**src/hdl/rsp_pkg.sv**
```systemverilog
package rsp_pkg;
   // ****************************************
   // Register map
   // ****************************************
   localparam logic [15:0] RSP_ADDR_X = 16'hDF12;
   localparam logic [15:0] RSP_ADDR_Y = 16'hDF13;
   localparam logic [15:0] RSP_ADDR_Z = 16'hDF14;
   localparam logic [15:0] RSP_ADDR_CTRL = 16'hDF15;
   localparam logic [15:0] RSP_ADDR_TMO = 16'hDF16;
   localparam logic [15:0] RSP_ADDR_PWR = 16'hDF17;
   localparam logic [15:0] RSP_ADDR_TCH = 16'hDF20;
   localparam logic [15:0] RSP_ADDR_TCL = 16'hDF21;
   localparam logic [15:0] RSP_ADDR_MAN = 16'hDF22;
   localparam logic [7:0] RSP_RST_ZERO = 8'h00;
   localparam logic [7:0] RSP_RST_PWR = 8'h0C;
   localparam logic [7:0] RSP_RST_TCH = 8'h7A;
   localparam logic [7:0] RSP_RST_TCL = 8'h94;
   localparam logic [7:0] RSP_RST_MAN = 8'hFF;
   localparam logic [7:0] RSP_TMO_OFF = 8'hFF;
   localparam logic [7:0] RSP_TMO_LAST = 8'h01;
   localparam logic [7:0] RSP_Y_MAX = 8'hFF;
   localparam int RSP_CTRL_FLAG = 0;
   localparam int RSP_PWR_PD = 3;
   localparam int RSP_PWR_DLY = 4;
   localparam int RSP_PWR_SEL_HI = 2;
   localparam int RSP_TCH_RX_HI = 7;
   localparam int RSP_TCH_RX_LO = 5;
   localparam int RSP_TCH_SW_HI = 4;
   localparam int RSP_TCH_SW_LO = 2;
   localparam int RSP_TCH_PA_HI = 1;
   localparam int RSP_TCL_PA_HI = 7;
   localparam int RSP_TCL_PA_LO = 6;
   localparam int RSP_TCL_ES_HI = 5;
   localparam int RSP_TCL_ES_LO = 3;
   localparam int RSP_TCL_EP_HI = 2;
   // ****************************************
   // Timing
   // ****************************************
   localparam int RSP_CLK_PERIOD_PS = 25000;
   localparam int RSP_US_PS = 1000000;
   localparam int RSP_CYC_PER_US = RSP_US_PS / RSP_CLK_PERIOD_PS;
   localparam int RSP_RX_STEP_US = 5;
   localparam int RSP_SYMBOL_US = 16;
   localparam int RSP_CAL_HALF_SYMBOLS = 13;
   localparam int RSP_CAL_US = RSP_CAL_HALF_SYMBOLS * RSP_SYMBOL_US / 2;
   localparam logic [10:0] RSP_DLY_US0 = 11'h000;
   localparam logic [10:0] RSP_DLY_US1 = 11'h01F;
   localparam logic [10:0] RSP_DLY_US2 = 11'h03F;
   localparam logic [10:0] RSP_DLY_US3 = 11'h07D;
   localparam logic [10:0] RSP_DLY_US4 = 11'h0FA;
   localparam logic [10:0] RSP_DLY_US5 = 11'h1F4;
   localparam logic [10:0] RSP_DLY_US6 = 11'h3E8;
   localparam logic [10:0] RSP_DLY_US7 = 11'h7D0;
   // ****************************************
   // Carriers
   // ****************************************
   typedef struct packed {
      logic running;
      logic mac_overflow;
      logic inc_y;
      logic dec_y;
      logic inc_max_y;
      logic dec_z;
   } rsp_seq_cmd_t;
   typedef struct packed {
      logic rx_start;
      logic rx_stop;
      logic tx_request;
      logic tx_last_chip;
   } rsp_radio_ev_t;
   typedef struct packed {
      logic gain_peak_reset_n;
      logic global_bias_powerdown;
      logic output_switch_bias_select;
      logic buffer_select;
      logic prescaler_powerdown;
      logic amp_negative_powerdown;
      logic amp_positive_powerdown;
      logic tx_converter_powerdown;
      logic upmix_powerdown;
      logic analog_hold_powerdown;
   } rsp_analog_ctl_t;
   typedef struct packed {
      logic rx_chain_en;
      logic demod_en;
      logic rxtx_switch;
      logic amp_on;
      logic tx_en;
      logic mod_en;
   } rsp_fsm_out_t;
   typedef enum logic [1:0] {
      RSP_RX_IDLE = 2'b00,
      RSP_RX_CAL = 2'b01,
      RSP_RX_CHAIN = 2'b10,
      RSP_RX_ON = 2'b11
   } rsp_rx_state_t;
   typedef enum logic [1:0] {
      RSP_TX_IDLE = 2'b00,
      RSP_TX_LEAD = 2'b01,
      RSP_TX_ON = 2'b10,
      RSP_TX_END = 2'b11
   } rsp_tx_state_t;
   // Power-on delay code to microseconds
   function automatic logic [10:0] rsp_delay_us(input logic [2:0] sel);
      case (sel)
         3'h0: rsp_delay_us = RSP_DLY_US0;
         3'h1: rsp_delay_us = RSP_DLY_US1;
         3'h2: rsp_delay_us = RSP_DLY_US2;
         3'h3: rsp_delay_us = RSP_DLY_US3;
         3'h4: rsp_delay_us = RSP_DLY_US4;
         3'h5: rsp_delay_us = RSP_DLY_US5;
         3'h6: rsp_delay_us = RSP_DLY_US6;
         default: rsp_delay_us = RSP_DLY_US7;
      endcase
   endfunction
endpackage

```
**src/hdl/rsp_regs.sv**
```systemverilog
`timescale 1ns/1ps
module rsp_regs
(
   input wire logic i_clk,
   input wire logic i_rstn,
   input wire logic [15:0] i_addr,
   input wire logic [7:0] i_wdata,
   input wire logic i_wr,
   input wire logic i_rd,
   output logic [7:0] o_rdata,
   input wire rsp_pkg::rsp_seq_cmd_t i_seq,
   input wire rsp_pkg::rsp_radio_ev_t i_ev,
   output logic o_seq_halt,
   output logic [7:0] o_seq_x,
   output logic [7:0] o_seq_y,
   output logic [7:0] o_seq_z,
   output logic o_seq_cpu_flag,
   output logic o_regulator_powerdown,
   output rsp_pkg::rsp_analog_ctl_t o_analog,
   output rsp_pkg::rsp_fsm_out_t o_fsm
);
   // ****************************************
   // Register bus decode
   // ****************************************
   logic [7:0] x_reg, y_reg, z_reg, t_reg;
   logic flag_reg, pd_reg, dly_bit_reg;
   logic [2:0] dsel_reg;
   logic [7:0] tch_reg, tcl_reg, man_reg;
   logic wr_x, wr_y, wr_z, wr_c, wr_t, wr_p, wr_h, wr_l, wr_m;
   assign wr_x = i_wr && (i_addr == rsp_pkg::RSP_ADDR_X);
   assign wr_y = i_wr && (i_addr == rsp_pkg::RSP_ADDR_Y);
   assign wr_z = i_wr && (i_addr == rsp_pkg::RSP_ADDR_Z);
   assign wr_c = i_wr && (i_addr == rsp_pkg::RSP_ADDR_CTRL);
   assign wr_t = i_wr && (i_addr == rsp_pkg::RSP_ADDR_TMO);
   assign wr_p = i_wr && (i_addr == rsp_pkg::RSP_ADDR_PWR);
   assign wr_h = i_wr && (i_addr == rsp_pkg::RSP_ADDR_TCH);
   assign wr_l = i_wr && (i_addr == rsp_pkg::RSP_ADDR_TCL);
   assign wr_m = i_wr && (i_addr == rsp_pkg::RSP_ADDR_MAN);
   always_ff @(posedge i_clk)
   begin
      if (!i_rstn)
         o_rdata <= rsp_pkg::RSP_RST_ZERO;
      else if (!i_rd)
         o_rdata <= rsp_pkg::RSP_RST_ZERO;
      else
      begin
         // Unmapped addresses and reserved bits read zero
         case (i_addr)
            rsp_pkg::RSP_ADDR_X: o_rdata <= x_reg;
            rsp_pkg::RSP_ADDR_Y: o_rdata <= y_reg;
            rsp_pkg::RSP_ADDR_Z: o_rdata <= z_reg;
            rsp_pkg::RSP_ADDR_CTRL: o_rdata <= {7'h00, flag_reg};
            rsp_pkg::RSP_ADDR_TMO: o_rdata <= t_reg;
            rsp_pkg::RSP_ADDR_PWR:
               o_rdata <= {3'h0, dly_bit_reg, pd_reg, dsel_reg};
            rsp_pkg::RSP_ADDR_TCH: o_rdata <= tch_reg;
            rsp_pkg::RSP_ADDR_TCL: o_rdata <= tcl_reg;
            rsp_pkg::RSP_ADDR_MAN: o_rdata <= man_reg;
            default: o_rdata <= rsp_pkg::RSP_RST_ZERO;
         endcase
      end
   end
   // ****************************************
   // Sequencer operands
   // ****************************************
   always_ff @(posedge i_clk)
   begin
      if (!i_rstn)
         x_reg <= rsp_pkg::RSP_RST_ZERO;
      else if (wr_x)
         x_reg <= i_wdata;
   end
   always_ff @(posedge i_clk)
   begin
      if (!i_rstn)
         y_reg <= rsp_pkg::RSP_RST_ZERO;
      else if (wr_y)
         y_reg <= i_wdata;
      else if (i_seq.inc_y)
         y_reg <= y_reg + 8'h01;
      else if (i_seq.dec_y)
         y_reg <= y_reg - 8'h01;
      else if (i_seq.inc_max_y && y_reg != rsp_pkg::RSP_Y_MAX)
         y_reg <= y_reg + 8'h01;
   end
   always_ff @(posedge i_clk)
   begin
      if (!i_rstn)
         z_reg <= rsp_pkg::RSP_RST_ZERO;
      else if (wr_z)
         z_reg <= i_wdata;
      else if (i_seq.dec_z)
         z_reg <= z_reg - 8'h01;
   end
   always_ff @(posedge i_clk)
   begin
      if (!i_rstn)
         flag_reg <= 1'b0;
      else if (wr_c)
         flag_reg <= i_wdata[rsp_pkg::RSP_CTRL_FLAG];
   end
   // ****************************************
   // Sequencer timeout
   // ****************************************
   logic tmo_step, tmo_stop;
   assign tmo_step = i_seq.running && i_seq.mac_overflow
      && (t_reg != rsp_pkg::RSP_TMO_OFF);
   assign tmo_stop = tmo_step && (t_reg <= rsp_pkg::RSP_TMO_LAST);

   always_ff @(posedge i_clk)
   begin
      if (!i_rstn)
         t_reg <= rsp_pkg::RSP_RST_ZERO;
      else if (wr_t)
         t_reg <= i_wdata;
      else if (tmo_step && !tmo_stop)
         t_reg <= t_reg - 8'h01;
   end
   always_ff @(posedge i_clk)
   begin
      if (!i_rstn)
         o_seq_halt <= 1'b0;
      else
         o_seq_halt <= tmo_stop && !wr_t;
   end
   assign o_seq_x = x_reg;
   assign o_seq_y = y_reg;
   assign o_seq_z = z_reg;
   assign o_seq_cpu_flag = flag_reg;
   // ****************************************
   // Microsecond tick
   // ****************************************
   logic [5:0] div_reg;
   logic us_tick;
   assign us_tick = (div_reg == 6'(rsp_pkg::RSP_CYC_PER_US - 1));
   always_ff @(posedge i_clk)
   begin
      if (!i_rstn)
         div_reg <= 6'h00;
      else if (us_tick)
         div_reg <= 6'h00;
      else
         div_reg <= div_reg + 6'h01;
   end
   // ****************************************
   // Regulator power control
   // ****************************************
   logic [10:0] rdly_reg;
   always_ff @(posedge i_clk)
   begin
      if (!i_rstn)
      begin
         pd_reg <= rsp_pkg::RSP_RST_PWR[rsp_pkg::RSP_PWR_PD];
         dsel_reg <= rsp_pkg::RSP_RST_PWR[rsp_pkg::RSP_PWR_SEL_HI:0];
      end
      else if (wr_p)
      begin
         pd_reg <= i_wdata[rsp_pkg::RSP_PWR_PD];
         dsel_reg <= i_wdata[rsp_pkg::RSP_PWR_SEL_HI:0];
      end
   end

   always_ff @(posedge i_clk)
   begin
      if (!i_rstn)
      begin
         dly_bit_reg <= rsp_pkg::RSP_RST_PWR[rsp_pkg::RSP_PWR_DLY];
         rdly_reg <= 11'h000;
      end
      else if (pd_reg)
      begin
         dly_bit_reg <= 1'b1;
         rdly_reg <= 11'h000;
      end
      else if (dly_bit_reg)
      begin
         // Power-on delay counted in whole microseconds
         if (rdly_reg >= rsp_pkg::rsp_delay_us(dsel_reg))
            dly_bit_reg <= 1'b0;
         else if (us_tick)
            rdly_reg <= rdly_reg + 11'h001;
      end
   end
   assign o_regulator_powerdown = pd_reg;
   // ****************************************
   // Timing and manual mask registers
   // ****************************************
   always_ff @(posedge i_clk)
   begin
      if (!i_rstn)
      begin
         tch_reg <= rsp_pkg::RSP_RST_TCH;
         tcl_reg <= rsp_pkg::RSP_RST_TCL;
         man_reg <= rsp_pkg::RSP_RST_MAN;
      end
      else
      begin
         if (wr_h)
            tch_reg <= i_wdata;
         if (wr_l)
            tcl_reg <= i_wdata;
         if (wr_m)
            man_reg <= i_wdata;
      end
   end

   logic [2:0] rx_sel, sw_lead, end_sw, end_pa;
   logic [3:0] pa_lead, lead;
   assign rx_sel = tch_reg[rsp_pkg::RSP_TCH_RX_HI:rsp_pkg::RSP_TCH_RX_LO];
   assign sw_lead = tch_reg[rsp_pkg::RSP_TCH_SW_HI:rsp_pkg::RSP_TCH_SW_LO];
   assign pa_lead = {tch_reg[rsp_pkg::RSP_TCH_PA_HI:0],
      tcl_reg[rsp_pkg::RSP_TCL_PA_HI:rsp_pkg::RSP_TCL_PA_LO]};
   assign end_sw = tcl_reg[rsp_pkg::RSP_TCL_ES_HI:rsp_pkg::RSP_TCL_ES_LO];
   assign end_pa = tcl_reg[rsp_pkg::RSP_TCL_EP_HI:0];
   assign lead = (pa_lead > {1'b0, sw_lead}) ? pa_lead : {1'b0, sw_lead};
   // ****************************************
   // Analog control outputs
   // ****************************************
   always_ff @(posedge i_clk)
   begin
      if (!i_rstn)
         o_analog <= '1;
      else
      begin
         o_analog.gain_peak_reset_n <= man_reg[7];
         o_analog.output_switch_bias_select <= man_reg[5];
         o_analog.buffer_select <= man_reg[4];
         // Analog held down while the delayed status reads low
         o_analog.analog_hold_powerdown <= !dly_bit_reg;
         o_analog.global_bias_powerdown <= man_reg[6] || !dly_bit_reg;
         o_analog.prescaler_powerdown <= man_reg[3] || !dly_bit_reg;
         o_analog.amp_negative_powerdown <= man_reg[2] || !dly_bit_reg;
         o_analog.amp_positive_powerdown <= man_reg[1] || !dly_bit_reg;
         o_analog.tx_converter_powerdown <= man_reg[0] || !dly_bit_reg;
         o_analog.upmix_powerdown <=
            (man_reg[2] && man_reg[1]) || !dly_bit_reg;
      end
   end
   // ****************************************
   // Receive timing
   // ****************************************
   rsp_pkg::rsp_rx_state_t rx_state;
   logic [7:0] rx_cnt;
   always_ff @(posedge i_clk)
   begin
      if (!i_rstn)
      begin
         rx_state <= rsp_pkg::RSP_RX_IDLE;
         rx_cnt <= 8'h00;
      end
      else if (i_ev.rx_stop)
      begin
         rx_state <= rsp_pkg::RSP_RX_IDLE;
         rx_cnt <= 8'h00;
      end
      else
      begin
         unique case (rx_state)
            rsp_pkg::RSP_RX_IDLE:
               if (i_ev.rx_start)
               begin
                  rx_state <= rsp_pkg::RSP_RX_CAL;
                  rx_cnt <= 8'h00;
               end
            rsp_pkg::RSP_RX_CAL:
               if (rx_cnt >= 8'(rsp_pkg::RSP_CAL_US))
               begin
                  rx_state <= rsp_pkg::RSP_RX_CHAIN;
                  rx_cnt <= 8'h00;
               end
               else if (us_tick)
                  rx_cnt <= rx_cnt + 8'h01;
            rsp_pkg::RSP_RX_CHAIN:
               if (rx_cnt >= 8'(rx_sel * rsp_pkg::RSP_RX_STEP_US))
                  rx_state <= rsp_pkg::RSP_RX_ON;
               else if (us_tick)
                  rx_cnt <= rx_cnt + 8'h01;
            rsp_pkg::RSP_RX_ON: ;
         endcase
      end
   end
   // ****************************************
   // Transmit timing
   // ****************************************
   rsp_pkg::rsp_tx_state_t tx_state;
   logic [3:0] tx_cnt;
   logic sw_reg, amp_reg, txen_reg, mod_reg;
   always_ff @(posedge i_clk)
   begin
      if (!i_rstn)
      begin
         tx_state <= rsp_pkg::RSP_TX_IDLE;
         tx_cnt <= 4'h0;
         sw_reg <= 1'b0;
         amp_reg <= 1'b0;
         txen_reg <= 1'b0;
         mod_reg <= 1'b0;
      end
      else
      begin
         unique case (tx_state)
            rsp_pkg::RSP_TX_IDLE:
               if (i_ev.tx_request)
               begin
                  tx_state <= rsp_pkg::RSP_TX_LEAD;
                  tx_cnt <= 4'h0;
               end
            rsp_pkg::RSP_TX_LEAD:
            begin
               if (tx_cnt >= lead - {1'b0, sw_lead})
                  sw_reg <= 1'b1;
               if (tx_cnt >= lead - pa_lead)
                  amp_reg <= 1'b1;
               if (tx_cnt >= lead)
               begin
                  tx_state <= rsp_pkg::RSP_TX_ON;
                  txen_reg <= 1'b1;
                  mod_reg <= 1'b1;
               end
               else if (us_tick)
                  tx_cnt <= tx_cnt + 4'h1;
            end
            rsp_pkg::RSP_TX_ON:
               if (i_ev.tx_last_chip)
               begin
                  tx_state <= rsp_pkg::RSP_TX_END;
                  tx_cnt <= 4'h0;
                  txen_reg <= 1'b0;
               end
            rsp_pkg::RSP_TX_END:
            begin
               if (tx_cnt >= {1'b0, end_sw})
                  sw_reg <= 1'b0;
               if (tx_cnt >= {1'b0, end_pa})
               begin
                  amp_reg <= 1'b0;
                  mod_reg <= 1'b0;
               end
               if (tx_cnt >= {1'b0, end_sw} && tx_cnt >= {1'b0, end_pa})
                  tx_state <= rsp_pkg::RSP_TX_IDLE;
               else if (us_tick)
                  tx_cnt <= tx_cnt + 4'h1;
            end
         endcase
      end
   end

   assign o_fsm = {rx_state[1], (rx_state == rsp_pkg::RSP_RX_ON),
      sw_reg, amp_reg, txen_reg, mod_reg};
endmodule

```
**config.mk**
```make
export PLATFORM = sky130hd
export DESIGN_NAME = rsp_regs
export DESIGN_NICKNAME = d
export VERILOG_FILES = /design/src/hdl/rsp_pkg.sv /design/src/hdl/rsp_regs.sv
export SDC_FILE = /design/constraint.sdc
export NUM_CORES = 1
export LEC_CHECK = 0
export BUFFER_PORTS_ARGS = -buffer_cell sky130_fd_sc_hd__buf_2
export CORE_ASPECT_RATIO = 1.2
export CORE_UTILIZATION = 40
export DETAILED_ROUTE_END_ITERATION = 8
export MAX_ROUTING_LAYER = met4
export PLACE_DENSITY_LB_ADDON = 0.15
export SLEW_MARGIN = 20
export SYNTH_ARGS = -nofsm -noshare
export SYNTH_HDL_FRONTEND = slang
export SYNTH_SLANG_ARGS = --single-unit
export TNS_END_PERCENT = 1
```
**constraint.sdc**
```tcl
create_clock -name i_clk -period 6.6 [get_ports i_clk]
set_clock_uncertainty 0.1 [all_clocks]
set_input_delay 0.33 -clock i_clk [delete_from_list [all_inputs] [get_ports i_clk]]
set_output_delay 0.33 -clock i_clk [all_outputs]
set_load 0.01 [all_outputs]
```
# After elaboration in Yosys (flattened, before gate mapping)
# Cells that the tools add are included.
[totals]
regBits = 118
inputBits = 38
[classes]
n_reduce_logical = 48
n_addsub = 10
mul = 1
n_bitwise = 2
n_mux = 47
eq_ne = 38
n_lt_le_gt_ge = 10
[op_table]
columns = ["operator", "n"]
rows = [
  ["== test 16 bit, second input constant", 9],
  ["2-to-1 mux 8 bit", 12],
  ["case mux 11 bit (7 select lines)", 1],
  ["case mux 8 bit (9 select lines)", 1],
  ["2-to-1 mux 11 bit", 3],
  ["!= test 2 bit, second input constant", 14],
  ["2-to-1 mux 4 bit", 6],
  ["case mux 8 bit (3 select lines)", 1],
  ["subtractor 8 x 1 -> 8 bit, second input constant", 3],
  ["AND reduction 3 bit", 6],
  ["logical AND 1 bit", 17],
  ["adder 8 x 1 -> 8 bit, second input constant", 2],
  ["!= test 8 bit, second input constant", 2],
  ["case mux 4 bit (4 select lines)", 1],
  ["2-to-1 mux 2 bit", 7],
  ["greater-or-equal comparator 4 bit", 3],
  ["AND reduction 4 bit", 3],
  ["adder 11 x 1 -> 11 bit, second input constant", 1],
  ["greater-or-equal comparator 11 bit", 1],
  ["== test 3 bit, second input constant", 3],
  ["2-to-1 mux 1 bit", 9],
  ["== test 2 bit, second input constant", 4],
  ["greater-or-equal comparator 4 x 3 -> 1 bit", 2],
  ["greater-or-equal comparator 8 x 6 -> 1 bit", 1],
  ["other kinds (25)", 44],
]

# Depth between registers and ports, before layout
# Gate-level depths: netlist of run 1.
[logic_depth]
word_depth = 9
depth_mapped = 20
mapped_depth_nobuf = 20

# Worst setup path after synthesis of run 1
# OpenSTA, ideal clock, no wires.
[synth_timing]
kind = "register to register"
from = "reg tch_reg[3]"
to = "reg tx_cnt[3]"
stages_incl_launch_ff = 16
path_buffers = 0
required_ps = 6386
path_slack_ps = 2815
setup_ps = 114
arrival_ps = 3571
cell_sequence = "dfxtp_1 > inv_1 > ha_1 > nor2b_1 > o21ai_0 > a32oi_1 > nor2_1 > mux2i_1 > inv_1 > ha_1 > nand2b_1 > a2111oi_0 > o21ai_0 > a22oi_1 > nor2_1 > a2111oi_0"
[synth_via]
elab_chain_len = 5
[synth_lines]
columns = ["item", "line", "source"]
rows = [
  ["from (decl)", "rsp_regs.sv:28", "logic [7:0] tch_reg, tcl_reg, man_reg;"],
  ["from (signal assigned)", "rsp_regs.sv:192", "tch_reg <= rsp_pkg::RSP_RST_TCH;"],
  ["from (signal assigned)", "rsp_regs.sv:199", "tch_reg <= i_wdata;"],
  ["> comparator 4 x 3 -> 1 bit", "rsp_regs.sv:215", "assign lead = (pa_lead > {1'b0, sw_lead}) ? pa_lead : {1'b0, sw_lead};"],
  ["2-to-1 mux 4 bit *", "rsp_regs.sv:215", ""],
  ["greater-or-equal comparator 4 bit *", "rsp_regs.sv:314", "if (tx_cnt >= lead)"],
  ["!= test 2 bit (no source line) *", "--", ""],
  ["AND reduction 4 bit (no source line) *", "--", ""],
  ["to (signal assigned)", "rsp_regs.sv:321", "tx_cnt <= tx_cnt + 4'h1;"],
  ["to (signal assigned)", "rsp_regs.sv:342", "tx_cnt <= tx_cnt + 4'h1;"],
  ["to (decl)", "rsp_regs.sv:286", "logic [3:0] tx_cnt;"],
]
# Every way passes the cells marked *; elsewhere a longest branch is shown, timed or not.
# A chain may end at the register's enable or synchronous reset.

# Worst setup path in the final report of run 1
# Same ends and word-level chain as after synthesis.

==> results of run 1 <==
## routing by layer
| layer | wire length [um] | up-vias | track usage | share of wire |
|---|---|---|---|---|
| met2 | 8960 | 137 | 0.349 | 0.48 |
| met3 | 877 | 22 | 0.0360 | 0.047 |
| met1 | 8600 | 2854 | 0.275 | 0.46 |
| met4 | 325 | 0 | 0.0711 | 0.017 |
| li1 | - | 3132 | - | - |
| met5 | 0 | - | - | 0 |
## cell usage in the layout (no fill, tap or decap), types with 5 or more instances in the layout
cell,count
a21boi_0,10
a21boi_1,5
a21oi_1,47
a222oi_1,7
a22o_1,6
a22oi_1,9
and2_1,11
and3_1,10
buf_2,88
clkbuf_16,17
clkinv_2,6
dfxtp_1,118
ha_1,67
inv_1,46
mux2i_1,28
nand2_1,115
nand2b_1,19
nand3_1,25
nand4_1,18
nor2_1,52
nor2b_1,18
nor3_1,9
o211a_1,8
o211ai_1,13
o21ai_0,45
o22ai_1,5
or2_2,8
or3_1,6
xnor2_1,17
xor2_1,22
## path summary, 6_finish.rpt
path	endpoint	slack, ns	depth (start not counted)
max	tx_cnt[3]	2.30	15
min	txen_reg	0.11	4
max reg2reg	tx_cnt[3]	2.30	15
min reg2reg	div_reg[0]	0.36	1
## worst max-delay path: stages, from the launching register on
cell	delay, ns
dfxtp_1	0.40
inv_1	0.10
ha_1	0.31
nor2b_1	0.13
o21ai_0	0.15
a32oi_1	0.11
nor2_1	0.32
mux2i_1	0.33
inv_1	0.08
ha_1	0.26
nand2b_1	0.13
a2111oi_0	0.62
o21ai_0	0.23
a22oi_1	0.49
nor2_1	0.07
a2111oi_0	0.36
## through the flow
stage	total power, mW	std cells	setup slack [ns]	util	hold WS (ns)
after floorplan	1.18	849	2.81	-	0.318
after global placement	1.30	1119	2.45	0.439	0.337
after detailed placement	1.30	1119	2.34	0.439	0.350
after CTS	2.28	1151	2.31	0.475	0.107
after global routing	2.38	1151	1.78	0.475	0.140
final	2.26	1151	2.30	0.475	0.112
## power breakdown
part	total (mW)	leakage [nW]	switching [mW]	internal, mW
Combinational	0.433	2.27	0.241	0.192
Sequential	0.855	0.958	0.0834	0.772
Clock	0.974	0.305	0.336	0.638
Total	2.26	3.53	0.660	1.60
## final cells by class
cell class | count | share of cell area
Clock inverter | 14 | 0.0220
Tap cell | 220 | 0.0332
Inverter | 46 | 0.0208
Timing Repair Buffer | 90 | 0.0550
Clock buffer | 18 | 0.0530
Multi-Input combinational cell | 645 | 0.531
Sequential cell | 118 | 0.285
## cell families after synthesis
kind of cell | after synthesis
AO/OA/AOI/OAI | 188
XOR/XNOR | 39
adder cells (fa/ha/maj) | 69
buffers and inverters | 86
flip-flops | 118
multiplexers | 31
AND/OR/NAND/NOR | 318
==> flow_metrics.py, run 1 <==
metrics = {
    "logic_synthesis": {
        "synthSimpleGateAreaFrac": 0.224,
        "avgSynthCellArea_um2": 8.39,
        "synth_top_family_by_area": "simple AND/OR/NAND/NOR gates",
        "yosys.area_share.xor_xnor": 0.0480,
        "synthAdderAreaFrac": 0.123,
        "synth_top_cell_by_area": "dfxtp_1",
        "synth_common_cells": "dfxtp_1 (118), nand2_1 (115), ha_1 (67)",
        "yosysWarnings": 0,
        "ys_top_cells_by_area": "dfxtp_1 (33%), ha_1 (12%), nand2_1 (6.1%)",
        "synth_top_area_frac": 0.332,
        "ys_async_sr_fraction": 0,
        "synth.yosys.seq_area_share": 0.332,
        "synth_cell_types": 68,
        "synth_ff_type": "dfxtp_1",
        "yosysMostFrequentCell": "dfxtp_1",
        "synth_mux_area_frac": 0.0457,
        "yosys_register_bits": 118,
        "synth_cells": 849,
        "synth_compound_area_frac": 0.176,
        "synth_fp_nets": 956,
        "synth_edf_count": 0,
        "netlist_area_um2": 7120,
    },
    "layout": {
        "final_layout_size_suffix_gt1_frac": 0.158,
        "final_area_um2": 8290,
        "layout.area.seq_um2": 2360,
        "fillers": 1759,
        "area_delta_synth_final_pct": 16.4,
        "n_antenna_cell": 0,
        "largest_reg_flops": 11,
        "multi_input_area_um2": 4400,
        "nets": 1025,
    },
    "power_and_ir_drop": {
        "power_density_nw_per_um2": 273,
        "leakage_nw": 3.53,
        "ir_drop_mv": 0.157,
    },
    "sta": {
        "hold_viol": 0,
        "finalSetupViolCount": 0,
        "final.min_clock_period_ns": 4.30,
        "clock.fmax_mhz": 233,
        "final.period_utilization": 0.651,
        "rsz0062_at_grt": "false",
        "relSlewSlack": 0.359,
        "setup-tns-final_ns": 0,
        "tightest_slew_ns": 0.954,
        "drv_slew": 0,
    },
    "routing": {
        "final_antenna_net_count": 0,
        "wirelength_mm": 18.8,
        "wl_per_cell_um": 16.3,
        "drc": 0,
        "detail_route.vias_per_cell": 5.34,
        "drtPass1Iterations": 5,
        "via_count": 6145,
        "drtIter0Drc": 434,
    },
    "global_route": {
        "grt_pass1_wl_mm": 29.9,
        "grt_pass1_vias": 5718,
        "antenna_found_initial": 0,
        "gr-total-overflow": 0,
        "grt.total_usage": 0.217,
        "grt_max_degree": 78,
    },
    "clock_tree": {
        "clk_pin_slew_ns": 0.06,
        "cts.sink_count": 118,
        "cts_buffers": 17,
        "post-cts-setup-buffer-count": 0,
        "tritoncts": "yes",
        "clkLatencyLatePin_ns": 0.41,
        "clk_path_buf_depth": 2,
        "cts_root_buf": "clkbuf_16",
        "ctsHoldBuffers": 0,
        "ctsResizeCount": 0,
        "htree_levels": 4,
    },
    "placement": {
        "place_area_um2": 7660,
        "place.gp.congestion": 0.871,
        "hpwl_mm": 13.9,
        "portBuffers": 88,
    },
    "floorplan": {
        "io_pins": 89,
        "initial_core_util": 0.408,
        "fp.dieW_um": 124,
        "dieArea_um2": 18300,
        "coreArea_um2": 17400,
        "die_height_um": 148,
        "rows": 53,
    },
    "worst_setup_path": {
        "startpoint_type": "flip-flop",
        "path_class": "flip-flop to flip-flop",
        "crit_arrival_ns": 4.49,
        "worstSetupEndpointType": "flip-flop",
        "reg2reg_from": "tch_reg[3]",
        "cp-startpoint": "tch_reg[3]",
        "crit_required_ns": 6.79,
        "critical_path.max_fanout": 5,
    },
    "run_status": {
        "status": "finished clean",
    },
    "run": {
        "drv_cap": 0,
    },
    "min_path": {
        "worstHoldPathType": "primary input to flip-flop",
        "min_from": "i_ev[0]",
    },
}
No activity file was read; power rests on OpenSTA's default activity.
==> run 2: changes to the inputs <==
- ABC_AREA: unset -> 1
- clock period: 6.6 -> 4.2 ns (I/O delays scaled with it)
==> run 2 against run 1 <==
Synthesized cell count is 34% higher. Critical path type unchanged. Wire length rose by 18%. Design area is 11% higher. Highest routed layer unchanged. Clock power grew 72%.
==> flow_metrics.py, run 2 <==
metrics = {
    "clock_tree": {
        "tritoncts": "yes",
        "post-cts-setup-buffer-count": 0,
        "cts_root_buf": "clkbuf_16",
        "ctsHoldBuffers": 2,
        "htree_levels": 4,
        "clk_pin_slew_ns": 0.06,
        "clkLatencyLatePin_ns": 0.42,
        "cts.sink_count": 118,
        "cts_buffers": 17,
        "clk_path_buf_depth": 2,
        "ctsResizeCount": 0,
    },
    "min_path": {
        "whs_path_depth": 3,
        "worstHoldPathType": "primary input to flip-flop",
    },
    "layout": {
        "area_delta_synth_final_pct": 16.6,
        "n_antenna_cell": 0,
        "final_common_cell": "nand2_1",
        "final_core_util": 0.483,
        "largest_reg_flops": 11,
        "nets": 1327,
        "final_cell_mix": "nand2_1 (251), inv_1 (139), dfxtp_1 (118)",
        "final_layout_size_suffix_gt1_frac": 0.155,
    },
    "logic_synthesis": {
        "synth_top_area_frac": 0.299,
        "netlist_area_um2": 7890,
        "synth_fp_nets": 1243,
        "synth_ff_type": "dfxtp_1",
        "yosysMostFrequentCell": "nand2_1",
        "avgSynthCellArea_um2": 6.95,
        "yosys.area_share.xor_xnor": 0.0311,
        "synth_top_cell_by_area": "dfxtp_1",
        "synth_top_family_by_area": "simple AND/OR/NAND/NOR gates",
        "ys_top_cells_by_area": "dfxtp_1 (30%), nand2_1 (12%), ha_1 (11%)",
        "synth.yosys.seq_area_share": 0.299,
        "synth_mux_area_frac": 0,
        "synth_compound_area_frac": 0.124,
        "synthAdderAreaFrac": 0.111,
        "ys_async_sr_fraction": 0,
        "synth_cells": 1136,
        "synth_common_cells": "nand2_1 (251), inv_1 (139), dfxtp_1 (118)",
        "synth_cell_types": 44,
        "synth_edf_count": 0,
        "yosys_register_bits": 118,
        "synthSimpleGateAreaFrac": 0.343,
        "yosysWarnings": 0,
    },
    "placement": {
        "hpwl_mm": 17.1,
        "portBuffers": 88,
        "place.gp.congestion": 0.953,
    },
    "global_route": {
        "grt.total_usage": 0.238,
        "gr-total-overflow": 0,
        "grt_pass1_vias": 7042,
        "antenna_found_initial": 0,
        "grt_pass1_wl_mm": 35.9,
        "grt_max_degree": 63,
    },
    "worst_setup_path": {
        "path_class": "flip-flop to flip-flop",
        "startpoint_type": "flip-flop",
        "critical_path.max_fanout": 4,
        "crit_required_ns": 4.41,
        "crit_arrival_ns": 3.81,
        "worstSetupEndpointType": "flip-flop",
        "worstRegToRegCells": 19,
    },
    "floorplan": {
        "initial_core_util": 0.414,
        "fp.dieW_um": 130,
        "die_height_um": 156,
        "dieArea_um2": 20300,
        "io_pins": 89,
        "rows": 55,
        "coreArea_um2": 19100,
    },
    "sta": {
        "relSlewSlack": 0.528,
        "final.period_utilization": 0.856,
        "clock.fmax_mhz": 278,
        "hold_ws_ns": 0.0332,
        "rsz0062_at_grt": "false",
        "drv_slew": 0,
        "setup-tns-final_ns": 0,
        "tightest_slew_ns": 0.707,
        "finalSetupViolCount": 0,
        "hold_viol": 0,
        "final.min_clock_period_ns": 3.60,
    },
    "power_and_ir_drop": {
        "internal_power_mw": 2.70,
        "seqPwrFrac": 0.343,
        "power_density_nw_per_um2": 427,
        "power.net_switching_mw": 1.23,
        "clkPwrFrac": 0.427,
        "switching_share": 0.313,
        "pwr-share-comb": 0.230,
        "leakage_nw": 4.38,
        "ir_drop_mv": 0.317,
    },
    "routing": {
        "drc": 0,
        "wl_per_cell_um": 14.9,
        "drtIter0Drc": 382,
        "wirelength_mm": 22.2,
        "final_antenna_net_count": 0,
        "via_count": 7469,
        "drtPass1Iterations": 7,
        "detail_route.vias_per_cell": 5.02,
    },
    "run_status": {
        "status": "finished clean",
    },
    "run": {
        "drv_cap": 0,
    },
}
## run 2: cell count changes in the layout (fill, tap and decap cells not counted), sizes merged, moves of 14 or more
cell / previous run / this run
nor2: 53 / 138
o21ai: 45 / 61
inv: 46 / 146
nand3: 25 / 99
a21boi: 18 / 1
nand2b: 19 / 0
a21oi: 47 / 67
nand2: 115 / 260
mux2i: 28 / 0
o211ai: 13 / 27
nand4: 18 / 40
nor2b: 18 / 0
## run 2: final timing paths
kind,start,endpoint,slack [ns]
max reg2reg,tch_reg[3],sw_reg,0.60
max,tch_reg[3],sw_reg,0.60
min,i_wdata[5],t_reg[5],0.03
min reg2reg,div_reg[0],div_reg[0],0.36
## run 2: metal layers
layer  share of wire  vias up  GRT usage  routed length (um)
met1            0.46     3337      0.292               10300
met2            0.47      181      0.382               10400
li1                -     3917          -                   -
met5               0        -          -                   0
met3           0.047       34     0.0453                1040
met4           0.024        0     0.0908                 528
## run 2: kinds of logic (layout without fill, tap and decap cells)
| logic type | Yosys count | count (layout) |
|---|---|---|
| flip-flops | 118 | 118 |
| AND/OR/NAND/NOR | 579 | 579 |
| adder cells (fa/ha/maj) | 69 | 69 |
| AO/OA/AOI/OAI | 166 | 166 |
| buffers and inverters | 176 | 273 |
| XOR/XNOR | 28 | 28 |
## run 2: through the flow
step	setup slack, ns	total power, mW	area, um2	instances
after global routing	0.225	4.18	9210	1489
after CTS	0.592	3.97	9210	1489
after floorplan	1.06	2.03	7890	1136
final	0.604	3.93	9210	1489
after global placement	0.793	2.26	8510	1455
after detailed placement	0.626	2.27	8510	1455
## run 2: cell type report
| class | count | area (um2) |
|---|---|---|
| Tap cell | 256 | 320 |
| Fill cell | 1983 | 9860 |
| Inverter | 149 | 559 |
| Clock inverter | 12 | 224 |
| Sequential cell | 118 | 2360 |
| Multi-Input combinational cell | 842 | 4810 |
| Clock buffer | 20 | 457 |
| Timing Repair Buffer | 92 | 475 |
## run 2: power by group through the flow
| stage | clock network, mW | logic [mW] | registers (mW) |
|---|---|---|---|
| finish | 1.68 | 0.904 | 1.35 |
| global route | 1.76 | 1.05 | 1.36 |
| CTS | 1.71 | 0.911 | 1.35 |
| detailed placement | 0 | 0.904 | 1.37 |
| global placement | 0 | 0.894 | 1.37 |
| floorplan | 0 | 0.706 | 1.33 |
## run 2: worst max-delay path: stages (launching register included)
cell      delay, ns
dfxtp_1        0.41
inv_1          0.10
ha_1           0.30
a21oi_1        0.07
o21ai_0        0.29
nand2_1        0.16
o21ai_0        0.30
inv_1          0.10
ha_1           0.22
fa_1           0.45
ha_1           0.31
inv_1          0.05
o21bai_1       0.11
nand3_1        0.08
nand3_1        0.07
nor2_1         0.04
nor2_1         0.10
a21oi_1        0.07
o21ai_0        0.10
inv_1          0.06
==> run 3: changes to the inputs <==
- CORE_UTILIZATION: 40 -> 60
==> run 3 against run 2 <==
Worst setup slack worse by 0.031 ns. Worst hold slack worse by 0.015 ns. Die area down 33%. Non-clock buffer count up 1. Critical path depth unchanged. Wire length down 1.1%. Sequential share of layout area up 0.39 points. First-iteration DRC count up 80%. Flip-flop and latch count unchanged. Combinational power up 2.4%. Core utilization up 23 points.
==> flow_metrics.py, run 3 (synthesis gave the netlist of run 2 again) <==
metrics = {
    "sta": {
        "clock.fmax_mhz": 276,
        "final.period_utilization": 0.864,
        "drv_slew": 0,
        "final.min_clock_period_ns": 3.63,
        "hold_ws_ns": 0.0182,
        "tightest_slew_ns": 0.736,
        "rsz0062_at_grt": "false",
        "hold_viol": 0,
        "finalSetupViolCount": 0,
        "postLayoutSetupSlackWorst_ns": 0.572,
        "setup-tns-final_ns": 0,
        "relSlewSlack": 0.506,
    },
    "clock_tree": {
        "cts.sink_count": 118,
        "tritoncts": "yes",
        "ctsResizeCount": 0,
        "clkLatencyLatePin_ns": 0.43,
        "htree_levels": 4,
        "clk_pin_slew_ns": 0.06,
        "cts_root_buf": "clkbuf_16",
        "clk_path_buf_depth": 2,
        "cts_buffers": 17,
    },
    "power_and_ir_drop": {
        "pwr-share-comb": 0.238,
        "seqPwrFrac": 0.349,
        "clkPwrFrac": 0.413,
        "leakage_nw": 4.38,
        "power_density_nw_per_um2": 428,
        "switching_share": 0.325,
        "internal_power_mw": 2.62,
        "ir_drop_mv": 0.430,
        "power.total_mw": 3.88,
        "power.net_switching_mw": 1.26,
    },
    "floorplan": {
        "dieArea_um2": 13600,
        "fp.dieW_um": 107,
        "die_height_um": 128,
        "io_pins": 89,
        "initial_core_util": 0.620,
        "coreArea_um2": 12700,
        "rows": 45,
    },
    "worst_setup_path": {
        "path_class": "flip-flop to flip-flop",
        "crit_arrival_ns": 3.85,
        "crit_required_ns": 4.42,
        "startpoint_type": "flip-flop",
        "critical_path.max_fanout": 4,
        "worstSetupEndpointType": "flip-flop",
    },
    "placement": {
        "hpwl_mm": 16.0,
        "place.gp.congestion": 0.956,
        "portBuffers": 88,
        "place_area_um2": 8400,
        "pre_cts_ws_ns": 0.660,
    },
    "global_route": {
        "antenna_found_initial": 0,
        "grt_pass1_wl_mm": 35.5,
        "grt_max_degree": 36,
        "grt_pass1_vias": 7347,
        "grt.total_usage": 0.341,
        "gr-total-overflow": 0,
    },
    "routing": {
        "final_antenna_net_count": 0,
        "detail_route.vias_per_cell": 5.69,
        "drtPass1Iterations": 5,
        "drtIter0Drc": 689,
        "drc": 0,
        "via_count": 7948,
        "wl_per_cell_um": 15.7,
        "wirelength_mm": 22.0,
    },
    "layout": {
        "final_cell_mix": "nand2_1 (251), inv_1 (139), dfxtp_1 (118)",
        "nets": 1328,
        "area_delta_synth_final_pct": 14.9,
        "final_layout_size_suffix_gt1_frac": 0.156,
        "largest_reg_flops": 11,
        "n_antenna_cell": 0,
        "final_common_cell": "nand2_1",
        "final_area_um2": 9070,
    },
    "run_status": {
        "status": "finished clean",
    },
    "run": {
        "drv_cap": 0,
    },
    "min_path": {
        "worstHoldPathType": "primary input to flip-flop",
    },
}
run 3: cell count changes in the layout (fill, tap and decap cells not counted):
| cell | change |
|---|---|
| clkinvlp_4 | -1 |
| inv_6 | +2 |
| buf_4 | +1 |
| clkbuf_8 | +2 |
| clkinv_4 | -1 |
| bufinv_16 | -2 |
run 3: worst paths after layout:
kind	to	cells after the start	slack, ns	startpoint
worst min register to register	div_reg[0]	1	0.37	div_reg[0]
worst max-delay path	sw_reg	19	0.57	tch_reg[3]
worst max register to register	sw_reg	19	0.57	tch_reg[3]
worst min-delay path	t_reg[5]	3	0.02	i_wdata[5]
run 3: final cells by class:
class | instances | area, um2
clock buffers | 22 | 484
clock inverters | 10 | 165
fillers | 1101 | 3660
inverters | 149 | 559
multi-input cells | 842 | 4810
flip-flops and latches | 118 | 2360
well taps | 164 | 205
repair buffers | 93 | 483
run 3: per-stage QoR:
step | std cells | utilization
2_1_floorplan | 1136 | -
3_3_place_gp | 1364 | 0.660
3_5_place_dp | 1364 | 0.660
4_1_cts | 1398 | 0.713
5_1_grt | 1398 | 0.713
6_report | 1398 | 0.713
run 3: worst max-delay path, stage by stage, from the launching register on:
cell,delay [ns]
dfxtp_1,0.42
inv_1,0.11
ha_1,0.33
a21oi_1,0.07
o21ai_0,0.28
nand2_1,0.18
o21ai_0,0.31
inv_1,0.11
ha_1,0.22
fa_1,0.45
ha_1,0.30
inv_1,0.04
o21bai_1,0.11
nand3_1,0.08
nand3_1,0.07
nor2_1,0.04
nor2_1,0.11
a21oi_1,0.07
o21ai_0,0.08
inv_1,0.05
run 3: power by group through the flow:
stage	registers, mW	clock network, mW	logic [mW]
after floorplan	1.33	0	0.706
after global placement	1.37	0	0.885
after detailed placement	1.37	0	0.896
after CTS	1.35	1.61	0.915
after global routing	1.36	1.67	1.05
final	1.35	1.60	0.926
run 3: per-layer routing:
metal	vias up	GRT usage	routed length, um
met1	3608	0.384	8710
li1	3903	-	-
met3	89	0.0679	1650
met5	-	-	0
met4	0	0.181	1070
met2	348	0.570	10500
run 3: what timing repair did:
action	CTS	global route
hold buffers	2	0
endpoints found under the hold margin	2	0
buffers inserted	0	0
setup endpoints to repair	0	0
